**config.mk**
```make
export PLATFORM = sky130hd
export DESIGN_NAME = aspc_top
export DESIGN_NICKNAME = d
export VERILOG_FILES = /design/src/design/aspc_filter.v /design/src/design/aspc_top.v
export VERILOG_INCLUDE_DIRS = /design/src /design/src/design
export SDC_FILE = /design/constraint.sdc
export NUM_CORES = 1
export LEC_CHECK = 0
export ABC_AREA = 1
export BUFFER_PORTS_ARGS = -buffer_cell sky130_fd_sc_hd__buf_4
export CORE_MARGIN = 2
export CORE_UTILIZATION = 55
export DETAILED_ROUTE_END_ITERATION = 8
export PLACE_DENSITY = 0.86
export SLEW_MARGIN = 5
export SYNTH_ARGS = -nofsm -noshare
export SYNTH_HDL_FRONTEND = slang
export SYNTH_SLANG_ARGS = --single-unit
```
**constraint.sdc**
```tcl
create_clock -name core_clk -period 7.9 [get_ports core_clk]
set_input_delay 0.79 -clock core_clk [delete_from_list [all_inputs] [get_ports core_clk]]
set_output_delay 0.79 -clock core_clk [all_outputs]
set_load 0.02 [all_outputs]
```
**src/design/aspc_map.vh**
```
// Constants for the angle sensor power cycling block
`ifndef ASPC_MAP_VH
`define ASPC_MAP_VH
`define ASPC_ANGLE_W      16
`define ASPC_FW_W         4
`define ASPC_TIME_W       16
`define ASPC_CLK_HZ       40000000
`define ASPC_SAMPLE_HZ    1000000
`define ASPC_SAMPLE_CYC   (`ASPC_CLK_HZ / `ASPC_SAMPLE_HZ)
`define ASPC_DIV_W        6
`define ASPC_LP_DIV       8'd40
`define ASPC_LP_W         8
`define ASPC_MODE_W       2
`define ASPC_MODE_ACTIVE  2'h0
`define ASPC_MODE_IDLE    2'h1
`define ASPC_MODE_ASC     2'h2
`define ASPC_ST_W         2
`define ASPC_ST_WAIT      2'h0
`define ASPC_ST_ACTIVE    2'h1
`define ASPC_ST_IDLE      2'h2
`define ASPC_ST_ASC_ON    2'h3
`endif

```
**src/design/aspc_filter.v**
```verilog
// First-order low-pass filter on the angle stream
`timescale 1ns/1ps
`include "aspc_map.vh"
module aspc_filter (
	// Clock and reset
	input  wire                        core_clk,
	input  wire                        sys_rst,
	// Control
	input  wire                        run,
	input  wire                        step,
	input  wire                        preload,
	input  wire [`ASPC_FW_W-1:0]       filter_window,
	// Data
	input  wire [`ASPC_ANGLE_W-1:0]    sample,
	output reg  [`ASPC_ANGLE_W-1:0]    filtered
);
	// Fractional accumulator: angle in upper bits, 16 fraction bits
	reg  [31:0] acc;
	wire [15:0] diff = sample - acc[31:16];
	wire [31:0] diff_ext = {{16{diff[15]}}, diff};
	wire [31:0] delta = $signed(diff_ext) <<< (5'd16 - {1'b0, filter_window});

	always @(posedge core_clk) begin
		if (sys_rst) begin
			acc      <= 32'h0000_0000;
			filtered <= 16'h0000;
		end else if (run && step) begin
			if (preload) begin
				acc <= {sample, 16'h0000};
				filtered <= sample;
			end else begin
				// Wrap-aware step toward the new sample
				acc <= acc + delta;
				filtered <= acc[31:16] + delta[31:16];
			end
		end
	end
endmodule // aspc_filter

```
**src/design/aspc_top.v**
```verilog
// Angle conditioning and power mode control
`timescale 1ns/1ps
`include "aspc_map.vh"
module aspc_top (
	// Clock and reset
	input  wire                        core_clk,
	input  wire                        sys_rst,
	// Front end
	input  wire [`ASPC_ANGLE_W-1:0]    fe_angle,
	output reg                         fe_enable,
	output reg                         fe_strobe,
	// Configuration
	input  wire [`ASPC_FW_W-1:0]       filter_window,
	input  wire                        dir_reverse,
	input  wire [`ASPC_ANGLE_W-1:0]    zero_angle,
	input  wire                        cfg_asc,
	input  wire [`ASPC_TIME_W-1:0]     active_time,
	input  wire [`ASPC_TIME_W-1:0]     cycle_period,
	// Mode pins and chip select
	input  wire                        ext_ctrl,
	input  wire                        pin_enable,
	input  wire                        pin_auto_sampling_cycle,
	input  wire                        cs_n,
	// Status and output buffer
	output reg  [`ASPC_ANGLE_W-1:0]    out_angle,
	output reg                         out_frozen,
	output reg                         out_update,
	output reg  [`ASPC_ST_W-1:0]       power_state
);
	localparam ST_WAIT   = `ASPC_ST_WAIT;
	localparam ST_ACTIVE = `ASPC_ST_ACTIVE;
	localparam ST_IDLE   = `ASPC_ST_IDLE;
	localparam ST_ASC_ON = `ASPC_ST_ASC_ON;

	reg  [`ASPC_DIV_W-1:0]   us_cnt;
	reg                      us_tick;
	reg  [`ASPC_LP_W-1:0]    lp_cnt;
	reg                      lp_tick;
	reg  [`ASPC_TIME_W-1:0]  cyc_cnt;
	reg  [`ASPC_ST_W-1:0]    state;
	reg  [`ASPC_ST_W-1:0]    next_state;
	reg                      cs_n_q;
	reg                      first;
	reg  [`ASPC_MODE_W-1:0]  mode;
	wire                     running;
	wire                     sensing;
	wire                     filt_step;
	wire [`ASPC_ANGLE_W-1:0] filtered;
	reg  [`ASPC_ANGLE_W-1:0] cond_angle;
	wire                     asc_end;

	// Low-power tick count reaches a limit on this tick
	function limit_hit;
		input [`ASPC_TIME_W-1:0] count;
		input [`ASPC_TIME_W-1:0] limit;
		begin
			limit_hit = ({1'b0, count} + 1'b1 >= {1'b0, limit});
		end
	endfunction

	// Mode selection from pins or internal setting
	always @* begin
		if (ext_ctrl) begin
			if (!pin_enable)
				mode = `ASPC_MODE_IDLE;
			else if (pin_auto_sampling_cycle)
				mode = `ASPC_MODE_ASC;
			else
				mode = `ASPC_MODE_ACTIVE;
		end else begin
			mode = cfg_asc ? `ASPC_MODE_ASC : `ASPC_MODE_ACTIVE;
		end
	end

	// Microsecond sample tick
	always @(posedge core_clk) begin
		if (sys_rst) begin
			us_cnt  <= {`ASPC_DIV_W{1'b0}};
			us_tick <= 1'b0;
		end else if (us_cnt == `ASPC_SAMPLE_CYC - 1) begin
			us_cnt  <= {`ASPC_DIV_W{1'b0}};
			us_tick <= 1'b1;
		end else begin
			us_cnt  <= us_cnt + 1'b1;
			us_tick <= 1'b0;
		end
	end

	// Low-power clock tick, free running
	always @(posedge core_clk) begin
		if (sys_rst) begin
			lp_cnt  <= {`ASPC_LP_W{1'b0}};
			lp_tick <= 1'b0;
		end else if (lp_cnt == `ASPC_LP_DIV - 1'b1) begin
			lp_cnt  <= {`ASPC_LP_W{1'b0}};
			lp_tick <= 1'b1;
		end else begin
			lp_cnt  <= lp_cnt + 1'b1;
			lp_tick <= 1'b0;
		end
	end

	// Cycle timer: active from 0 to active_time, idle until cycle_period
	assign asc_end = lp_tick && limit_hit(cyc_cnt, active_time);

	always @* begin
		next_state = state;
		case (state)
			ST_WAIT: begin
				if (cs_n)
					next_state = (mode == `ASPC_MODE_IDLE) ? ST_IDLE :
					             (mode == `ASPC_MODE_ASC) ? ST_ASC_ON : ST_ACTIVE;
			end
			ST_ACTIVE: begin
				if (mode == `ASPC_MODE_IDLE)
					next_state = ST_IDLE;
				else if (mode == `ASPC_MODE_ASC)
					next_state = ST_ASC_ON;
			end
			ST_ASC_ON: begin
				if (mode == `ASPC_MODE_IDLE)
					next_state = ST_IDLE;
				else if (mode == `ASPC_MODE_ACTIVE)
					next_state = ST_ACTIVE;
				else if (asc_end)
					next_state = ST_IDLE;
			end
			ST_IDLE: begin
				if (mode == `ASPC_MODE_ACTIVE)
					next_state = ST_ACTIVE;
				else if (mode == `ASPC_MODE_ASC && lp_tick &&
				         limit_hit(cyc_cnt, cycle_period))
					next_state = ST_ASC_ON;
			end
			default: next_state = ST_WAIT;
		endcase
	end

	always @(posedge core_clk) begin
		if (sys_rst) begin
			state   <= ST_WAIT;
			cyc_cnt <= {`ASPC_TIME_W{1'b0}};
		end else begin
			state <= next_state;
			if (next_state == ST_ASC_ON && state != ST_ASC_ON)
				cyc_cnt <= {`ASPC_TIME_W{1'b0}};
			else if (lp_tick && mode == `ASPC_MODE_ASC)
				cyc_cnt <= cyc_cnt + 1'b1;
		end
	end

	// Front end and filter run only in active phases
	assign running   = (state == ST_ACTIVE) || (state == ST_ASC_ON);
	// No sample until the front end has been powered for a cycle
	assign sensing   = running && fe_enable;
	assign filt_step = us_tick;

	// Restart the filter from the first sample of each wake-up
	always @(posedge core_clk) begin
		if (sys_rst)
			first <= 1'b1;
		else if (!running)
			first <= 1'b1;
		else if (sensing && us_tick)
			first <= 1'b0;
	end

	aspc_filter u_filter (
		.core_clk      (core_clk),
		.sys_rst       (sys_rst),
		.run           (sensing),
		.step          (filt_step),
		.preload       (first),
		.filter_window (filter_window),
		.sample        (fe_angle),
		.filtered      (filtered)
	);

	// Zero reference then direction
	always @* begin
		cond_angle = filtered - zero_angle;
		if (dir_reverse)
			cond_angle = {`ASPC_ANGLE_W{1'b0}} - cond_angle;
	end

	// Output buffer, frozen while chip select low
	always @(posedge core_clk) begin
		if (sys_rst) begin
			cs_n_q      <= 1'b1;
			out_frozen  <= 1'b0;
			out_angle   <= {`ASPC_ANGLE_W{1'b0}};
			out_update  <= 1'b0;
			fe_enable   <= 1'b0;
			fe_strobe   <= 1'b0;
			power_state <= ST_WAIT;
		end else begin
			cs_n_q      <= cs_n;
			fe_enable   <= running;
			fe_strobe   <= sensing && us_tick;
			power_state <= state;
			out_update  <= 1'b0;
			if (cs_n_q && !cs_n)
				out_frozen <= 1'b1;
			else if (!cs_n_q && cs_n)
				out_frozen <= 1'b0;
			// Load from conditioned angle; idle holds last value
			if (!(out_frozen || (cs_n_q && !cs_n))) begin
				if (state == ST_ACTIVE && us_tick && !first) begin
					out_angle  <= cond_angle;
					out_update <= 1'b1;
				end else if (state == ST_ASC_ON && next_state == ST_IDLE &&
				             !first) begin
					out_angle  <= cond_angle;
					out_update <= 1'b1;
				end
			end
		end
	end
endmodule // aspc_top

```
# Word-level counts from Yosys, hierarchy flattened

Cells that the tools add are included.
W data, S select, Z words.

Flip-flop bits (word level): 106
Latch bits: 0
Memory bits (writable): 0
Bits in read-only memories: 0
Output and inout bits: 22
Word-level logic and storage cells: 94
Memories kept: 0

Add/subtract/negate cells: 10
Multipliers: 0
Div/mod/pow operators: 0
Magnitude comparators: 2
Eq/ne operators: 10
Shifts and indexed selects: 1
Mux-type cells: 26
Bitwise gates (word level): 2
Reductions and logical operators: 27

Operator list:

| operator                | number |
|---|---|
| $mux W16                | 4 |
| $ge A17 B16 Y1          | 2 |
| $add A32 B32 Y32        | 1 |
| $mux W32                | 1 |
| $sshl A16 B5 Y32        | 1 |
| $sub A16 B16 Y16        | 2 |
| $mux W2                 | 14 |
| $add A16 B1 Y17 const B | 1 |
| $add A16 B1 Y16 const B | 1 |
| $add A16 B16 Y16        | 1 |
| $sub A1 B16 Y16 const A | 1 |
| $logic_and A1 B1 Y1     | 12 |
| $eq A2 B2 Y1 const B    | 5 |
| $reduce_or A2 Y1        | 5 |
| $add A8 B1 Y8 const B   | 1 |
| $eq A8 B6 Y1 const B    | 1 |
| $pmux W2 S4             | 1 |
| $add A6 B1 Y6 const B   | 1 |
| $eq A6 B6 Y1 const B    | 1 |
| $mux W1                 | 6 |
| $sub A5 B4 Y5 const A   | 1 |
| $eq A2 B1 Y1 const B    | 2 |
| $logic_not A2 Y1        | 2 |
| $reduce_bool A2 Y1      | 2 |
| other kinds (5)         | 9 |

# Logic depth before layout (Yosys ltp)

Depth in word-level cells: 14
Gate-level depth with buffers: 34
Gate-level depth less buffers: 33

# Cells and area by module

From an unflattened synthesis, not the netlist that was laid out.

Cells, all modules: 1,753
Area total of the unflattened synthesis: 10,762.8 um2

By module, submodules not included:

| module      | instances | cells an instance | area an instance (um2) |
|---|---|---|---|
| aspc_filter | 1         | 1,042             | 6,002.0 |
| aspc_top    | 1         | 711               | 4,760.8 |

# Worst setup path after synthesis

OpenSTA, ideal clock, no wires.

Path kind: input -> register
Start: input port fe_angle[0]
End: register u_filter.acc[25]
Library setup time: 0.132 ns
Data arrival time: 4.082 ns
Setup slack: 3.686 ns
Stages on the path: 29
Path buffers: 0
Path through: inv_1 > ha_1 > fa_1 > inv_1 > nand3_1 > nand2_1 > nand2_1 > nand3_1 > nand2_1 > nand3_1 > o31ai_1 > nand2_1 > o21ai_0 > or2_2 > nand3_1 > o21ai_0 > nor2_1 > ha_1 > nand2_1 > nor2_1 > inv_1 > o221ai_1 > a21oi_1 > o21ai_0 > nand2_1 > nand2_1 > or2_2 > nand3_1 > a31oi_1

Cells in the longest elaborated chain, start to end: 4

RTL lines:

| what                 | RTL line         | text |
|---|---|---|
| start, declared      | aspc_top.v:9     | `` input wire [`ASPC_ANGLE_W-1:0] fe_angle, `` |
| $sub A16 B16 Y16     | aspc_filter.v:19 | `wire [15:0] diff = sample - acc[31:16];` |
| $sshl A16 B5 Y32     | aspc_filter.v:21 | `wire [31:0] delta = $signed(diff_ext) <<< (5'd16 - {1'b0, filter_window});` |
| $add A32 B32 Y32     | aspc_filter.v:33 | `acc <= acc + delta;` |
| $mux W32             | aspc_filter.v:28 | `if (preload) begin` |
| end signal, assigned | aspc_filter.v:29 | `acc <= {sample, 16'h0000};` |
| end signal, assigned | aspc_filter.v:33 |  |
| end, declared        | aspc_filter.v:18 | `reg [31:0] acc;` |

No other way between the ends.
A chain may end at the register's enable or synchronous reset.

# Worst setup path in the final report

Start: input port filter_window[0]
End: register u_filter.filtered[15]

Cells in the longest elaborated chain, start to end: 4

RTL lines:

| what                 | RTL line         | text |
|---|---|---|
| start, declared      | aspc_top.v:13    | `` input wire [`ASPC_FW_W-1:0] filter_window, `` |
| $sub A5 B4 Y5        | aspc_filter.v:21 |  |
| $sshl A16 B5 Y32     | aspc_filter.v:21 |  |
| $add A16 B16 Y16     | aspc_filter.v:34 | `filtered <= acc[31:16] + delta[31:16];` |
| $mux W16             | aspc_filter.v:28 |  |
| end signal, assigned | aspc_filter.v:30 | `filtered <= sample;` |
| end signal, assigned | aspc_filter.v:34 |  |
| end, declared        | aspc_filter.v:15 | `` output reg [`ASPC_ANGLE_W-1:0] filtered `` |

No other way between the ends.

==> qor.csv <==
stage;metric;value;unit
run_status;outcome;completed;
global_route;via_count_of_the_first_global_routing_pass;10500;
placed_design;gp_congestion;1.09;
pwr;p_per_area;122;nW/um2
cts;cts_inserted_buffers;9;
detailed_routing;detail_route.iter0.violations;929;
cts;number_of_sinks_driven_by_the_clock_tree;106;
synthesis;synth_fp_nets;1935;
synthesis;synthDistinctLibCells;63;
synthesis;synth.avg_cell_area;6.20;um2
cts;cts_tree;yes;
detailed_routing;drtPass1Iterations;5;
global_route;grt.overflow.total;0;
sta;fmax;0.201;GHz
sta;worstMarginPinSlew;1.17;ns
die;floorplan.die_area;20900;um2
placed_design;detailedPlacementHpwl;24.8;mm
sta;final_period_minus_worst_setup_slack;4.98;ns
pwr;ir_worst_vdd;0.0879;mV
sta;fin_skew;0.0139;ns
hold_path;worst_hold_endpoint;lp_cnt[0];
cts;root_buffer;clkbuf_16;
critical_path;setup.worst_path.class;in2reg;
synthesis;synth_enable_flop_cells;0;
hold_path;timing.hold.worst.class;reg2reg;
critical_path;worst_ep_required_time;8.19;ns
die;fp.dieW;145;um
sta;slew_headroom;21.7;%
synthesis;syn_area;10900;um2
synthesis;synth_ff_type;dfxtp_1;
pwr;cellLeakagePower;6.07;nW
detailed_routing;ant_nets;0;
critical_path;r2r_end;u_filter.filtered[15];
sta;unrepaired_setup_endpoints_after_global_routing;false;
synthesis;netlist.area_leader.share;19.5;%
critical_path;reg2reg_depth;26;
synthesis;syn_inst;1756;
critical_path;critical_path.startpoint_type;input pin;
global_route;maximum_number_of_pins_on_one_net_before_global_route_repair;56;
layout;fill_cells;1803;
sta;report.final.slew_viol_count;0;
synthesis;asyncSetResetFlopFracSynth;0;%
layout;mostFrequentLayoutCell;nand2_1;
cts;number_of_gates_resized_after_cts;0;
critical_path;timing.reg2reg.setup_slack;3.11;ns
critical_path;critPathMaxFanout;26;
synthesis;synthesized_flop_and_latch_total;106;
cts;cts-htree-levels;3;
synthesis;synthesis.yosys.warnings;0;
global_route;grt_use_total;29.3;%
critical_path;worst-endpoint-arrival;5.28;ns
cts;cts.hold.buffers_added;0;
cts;worstSkewPairLatency;0.37;ns
layout;drive_above_1_share;10.5;%
cts;clk_pin_slew_worst_paths;0.08;ns
hold_path;min-delay-start;lp_cnt[0];
layout;mostFrequentLayoutCells;nand2_1, inv_1, nor2_1;
pwr;post-layout-total-power;0.00147;W
layout;nets;2000;
placed_design;io_buffers;97;
hold_path;hold_path_depth;1;
die;fp.dieH;145;um
layout;area_growth;10.8;%
die;core_region_area;19500;um2
critical_path;end_kind;register;
die;top_level_ports;98;
die;placement_rows;51;
detailed_routing;route.detailed.drc;0;
detailed_routing;average_detailed_routed_wire_length_per_instance;14.8;um
die;floorplan.initialDensity;55.9;%
layout;final_antenna_diode_count;0;
global_route;global_route_wire_length_before_repair;49.0;mm
critical_path;rr_startpoint;u_filter.acc[26];
synthesis;post-synth-top-area-cell;dfxtp_1;
sta;period_share;63.1;%
sta;fin_setup_tns;0;ns
detailed_routing;postRouteWirelength;31.0;mm
cts;postCtsSetupBuffers;0;
cts;clk_path_buf_depth;2;
job;maxCapViolations;0;
synthesis;ys_top_cells_by_area;dfxtp_1, nand2_1, ha_1;
sta;setup-violations-final;0;
global_route;antenna_violations_before_repair;0;
detailed_routing;vias;11600;
sta;final_hold_viol_count;0;
synthesis;synth_sequential_area_ratio;19.5;%
detailed_routing;viasPerCell;5.54;
state kept, by name, indices dropped and copies added (netlist names):
signal / flops
u_filter.acc: 32
cs_n_q: 1
out_update: 1
lp_tick: 1
lp_cnt: 8
fe_strobe: 1
cyc_cnt: 16
state: 2
out_frozen: 1
u_filter.filtered: 16
out_angle: 16
filt_step: 1
first: 1
fe_enable: 1
power_state: 2
us_cnt: 6
how the worst max path moves through the flow:
stage,from,to,slack [ns],cells past startpoint
2_1_floorplan,fe_angle[0],u_filter.acc[25],3.69,29
3_3_place_gp,filter_window[0],u_filter.acc[22],2.72,22
3_5_place_dp,filter_window[0],u_filter.acc[26],2.66,22
4_1_cts,filter_window[0],u_filter.acc[22],3.04,22
5_1_grt,filter_window[0],u_filter.acc[22],2.53,22
6_report,filter_window[0],u_filter.filtered[15],2.92,19
where the power goes:
part	switching, W	internal, W	total [W]	leakage (nW)
Clock	0.000245	0.000230	0.000475	0.154
Sequential	0.00000471	0.000539	0.000544	0.856
Combinational	0.000295	0.000154	0.000449	5.06
Total	0.000544	0.000923	0.00147	6.07
worst max-delay path, cell delays in order:
cell	delay, ns
buf_4	0.20
inv_1	0.21
ha_1	0.50
clkinv_1	0.51
o21ai_0	0.45
o21ai_0	0.16
o21ai_0	0.17
inv_1	0.07
o21ai_0	0.38
ha_1	0.39
a21oi_1	0.26
o21ai_0	0.21
a21oi_1	0.18
nand2_1	0.12
a21oi_1	0.25
inv_1	0.08
nand3_1	0.10
nand3_1	0.09
a21oi_1	0.16
cells in the mapped netlist, types with 8 or more instances:
cell type	count
a21oi_1	148
a31oi_1	27
clkbuf_1	35
dfxtp_1	106
ha_1	99
inv_1	262
nand2_1	422
nand2_2	9
nand3_1	139
nand3b_1	8
nand4_1	31
nor2_1	161
nor2_4	11
nor3_1	17
o21ai_0	86
o21ai_1	10
or2_2	13
xnor2_1	18
xor2_1	39
through the flow:
step / cells / hold slack [ns] / setup slack, ns / util (%) / instance area, um2
floorplan: 1756 / 0.418 / 3.69 / - / 10900
global placement: 2075 / 0.432 / 2.72 / 60.4 / 11700
detailed placement: 2075 / 0.453 / 2.66 / 60.4 / 11700
CTS: 2091 / 0.473 / 3.04 / 62.0 / 12100
global route: 2091 / 0.495 / 2.53 / 62.0 / 12100
finish: 2091 / 0.469 / 2.92 / 62.0 / 12100
kinds of logic (layout without fill, tap and decap cells):
group | Yosys count | in the layout | share of synthesized area [%]
AOI/OAI and AO/OA | 316 | 316 | 16.0
xor gates and xnor gates | 62 | 62 | 5.44
adders and majority gates | 103 | 103 | 12.1
buffers and inverters | 319 | 389 | 11.6
DFF | 106 | 106 | 19.5
muxes | 4 | 4 | 0.368
and+or+nand+nor | 846 | 846 | 34.9
cell type report:
| class | instances | area, um2 | area share (%) |
|---|---|---|---|
| Timing Repair Buffer | 103 | 773 | 6.41 |
| Inverter | 270 | 1010 | 8.40 |
| Tap cell | 265 | 332 | 2.75 |
| Clock buffer | 9 | 225 | 1.87 |
| Clock inverter | 7 | 91.3 | 0.757 |
| Multi-Input combinational cell | 1331 | 7510 | 62.2 |
| Sequential cell | 106 | 2120 | 17.6 |
routing by layer:
metal | track usage [%] | vias to the layer above | routed length (um)
li1 | - | 5856 | -
met4 | 14.7 | 0 | 1410
met3 | 3.55 | 81 | 2090
met5 | 0 | - | 0
met2 | 49.7 | 448 | 14300
met1 | 36.8 | 5192 | 13200
Power figures use the tool's default switching activity.
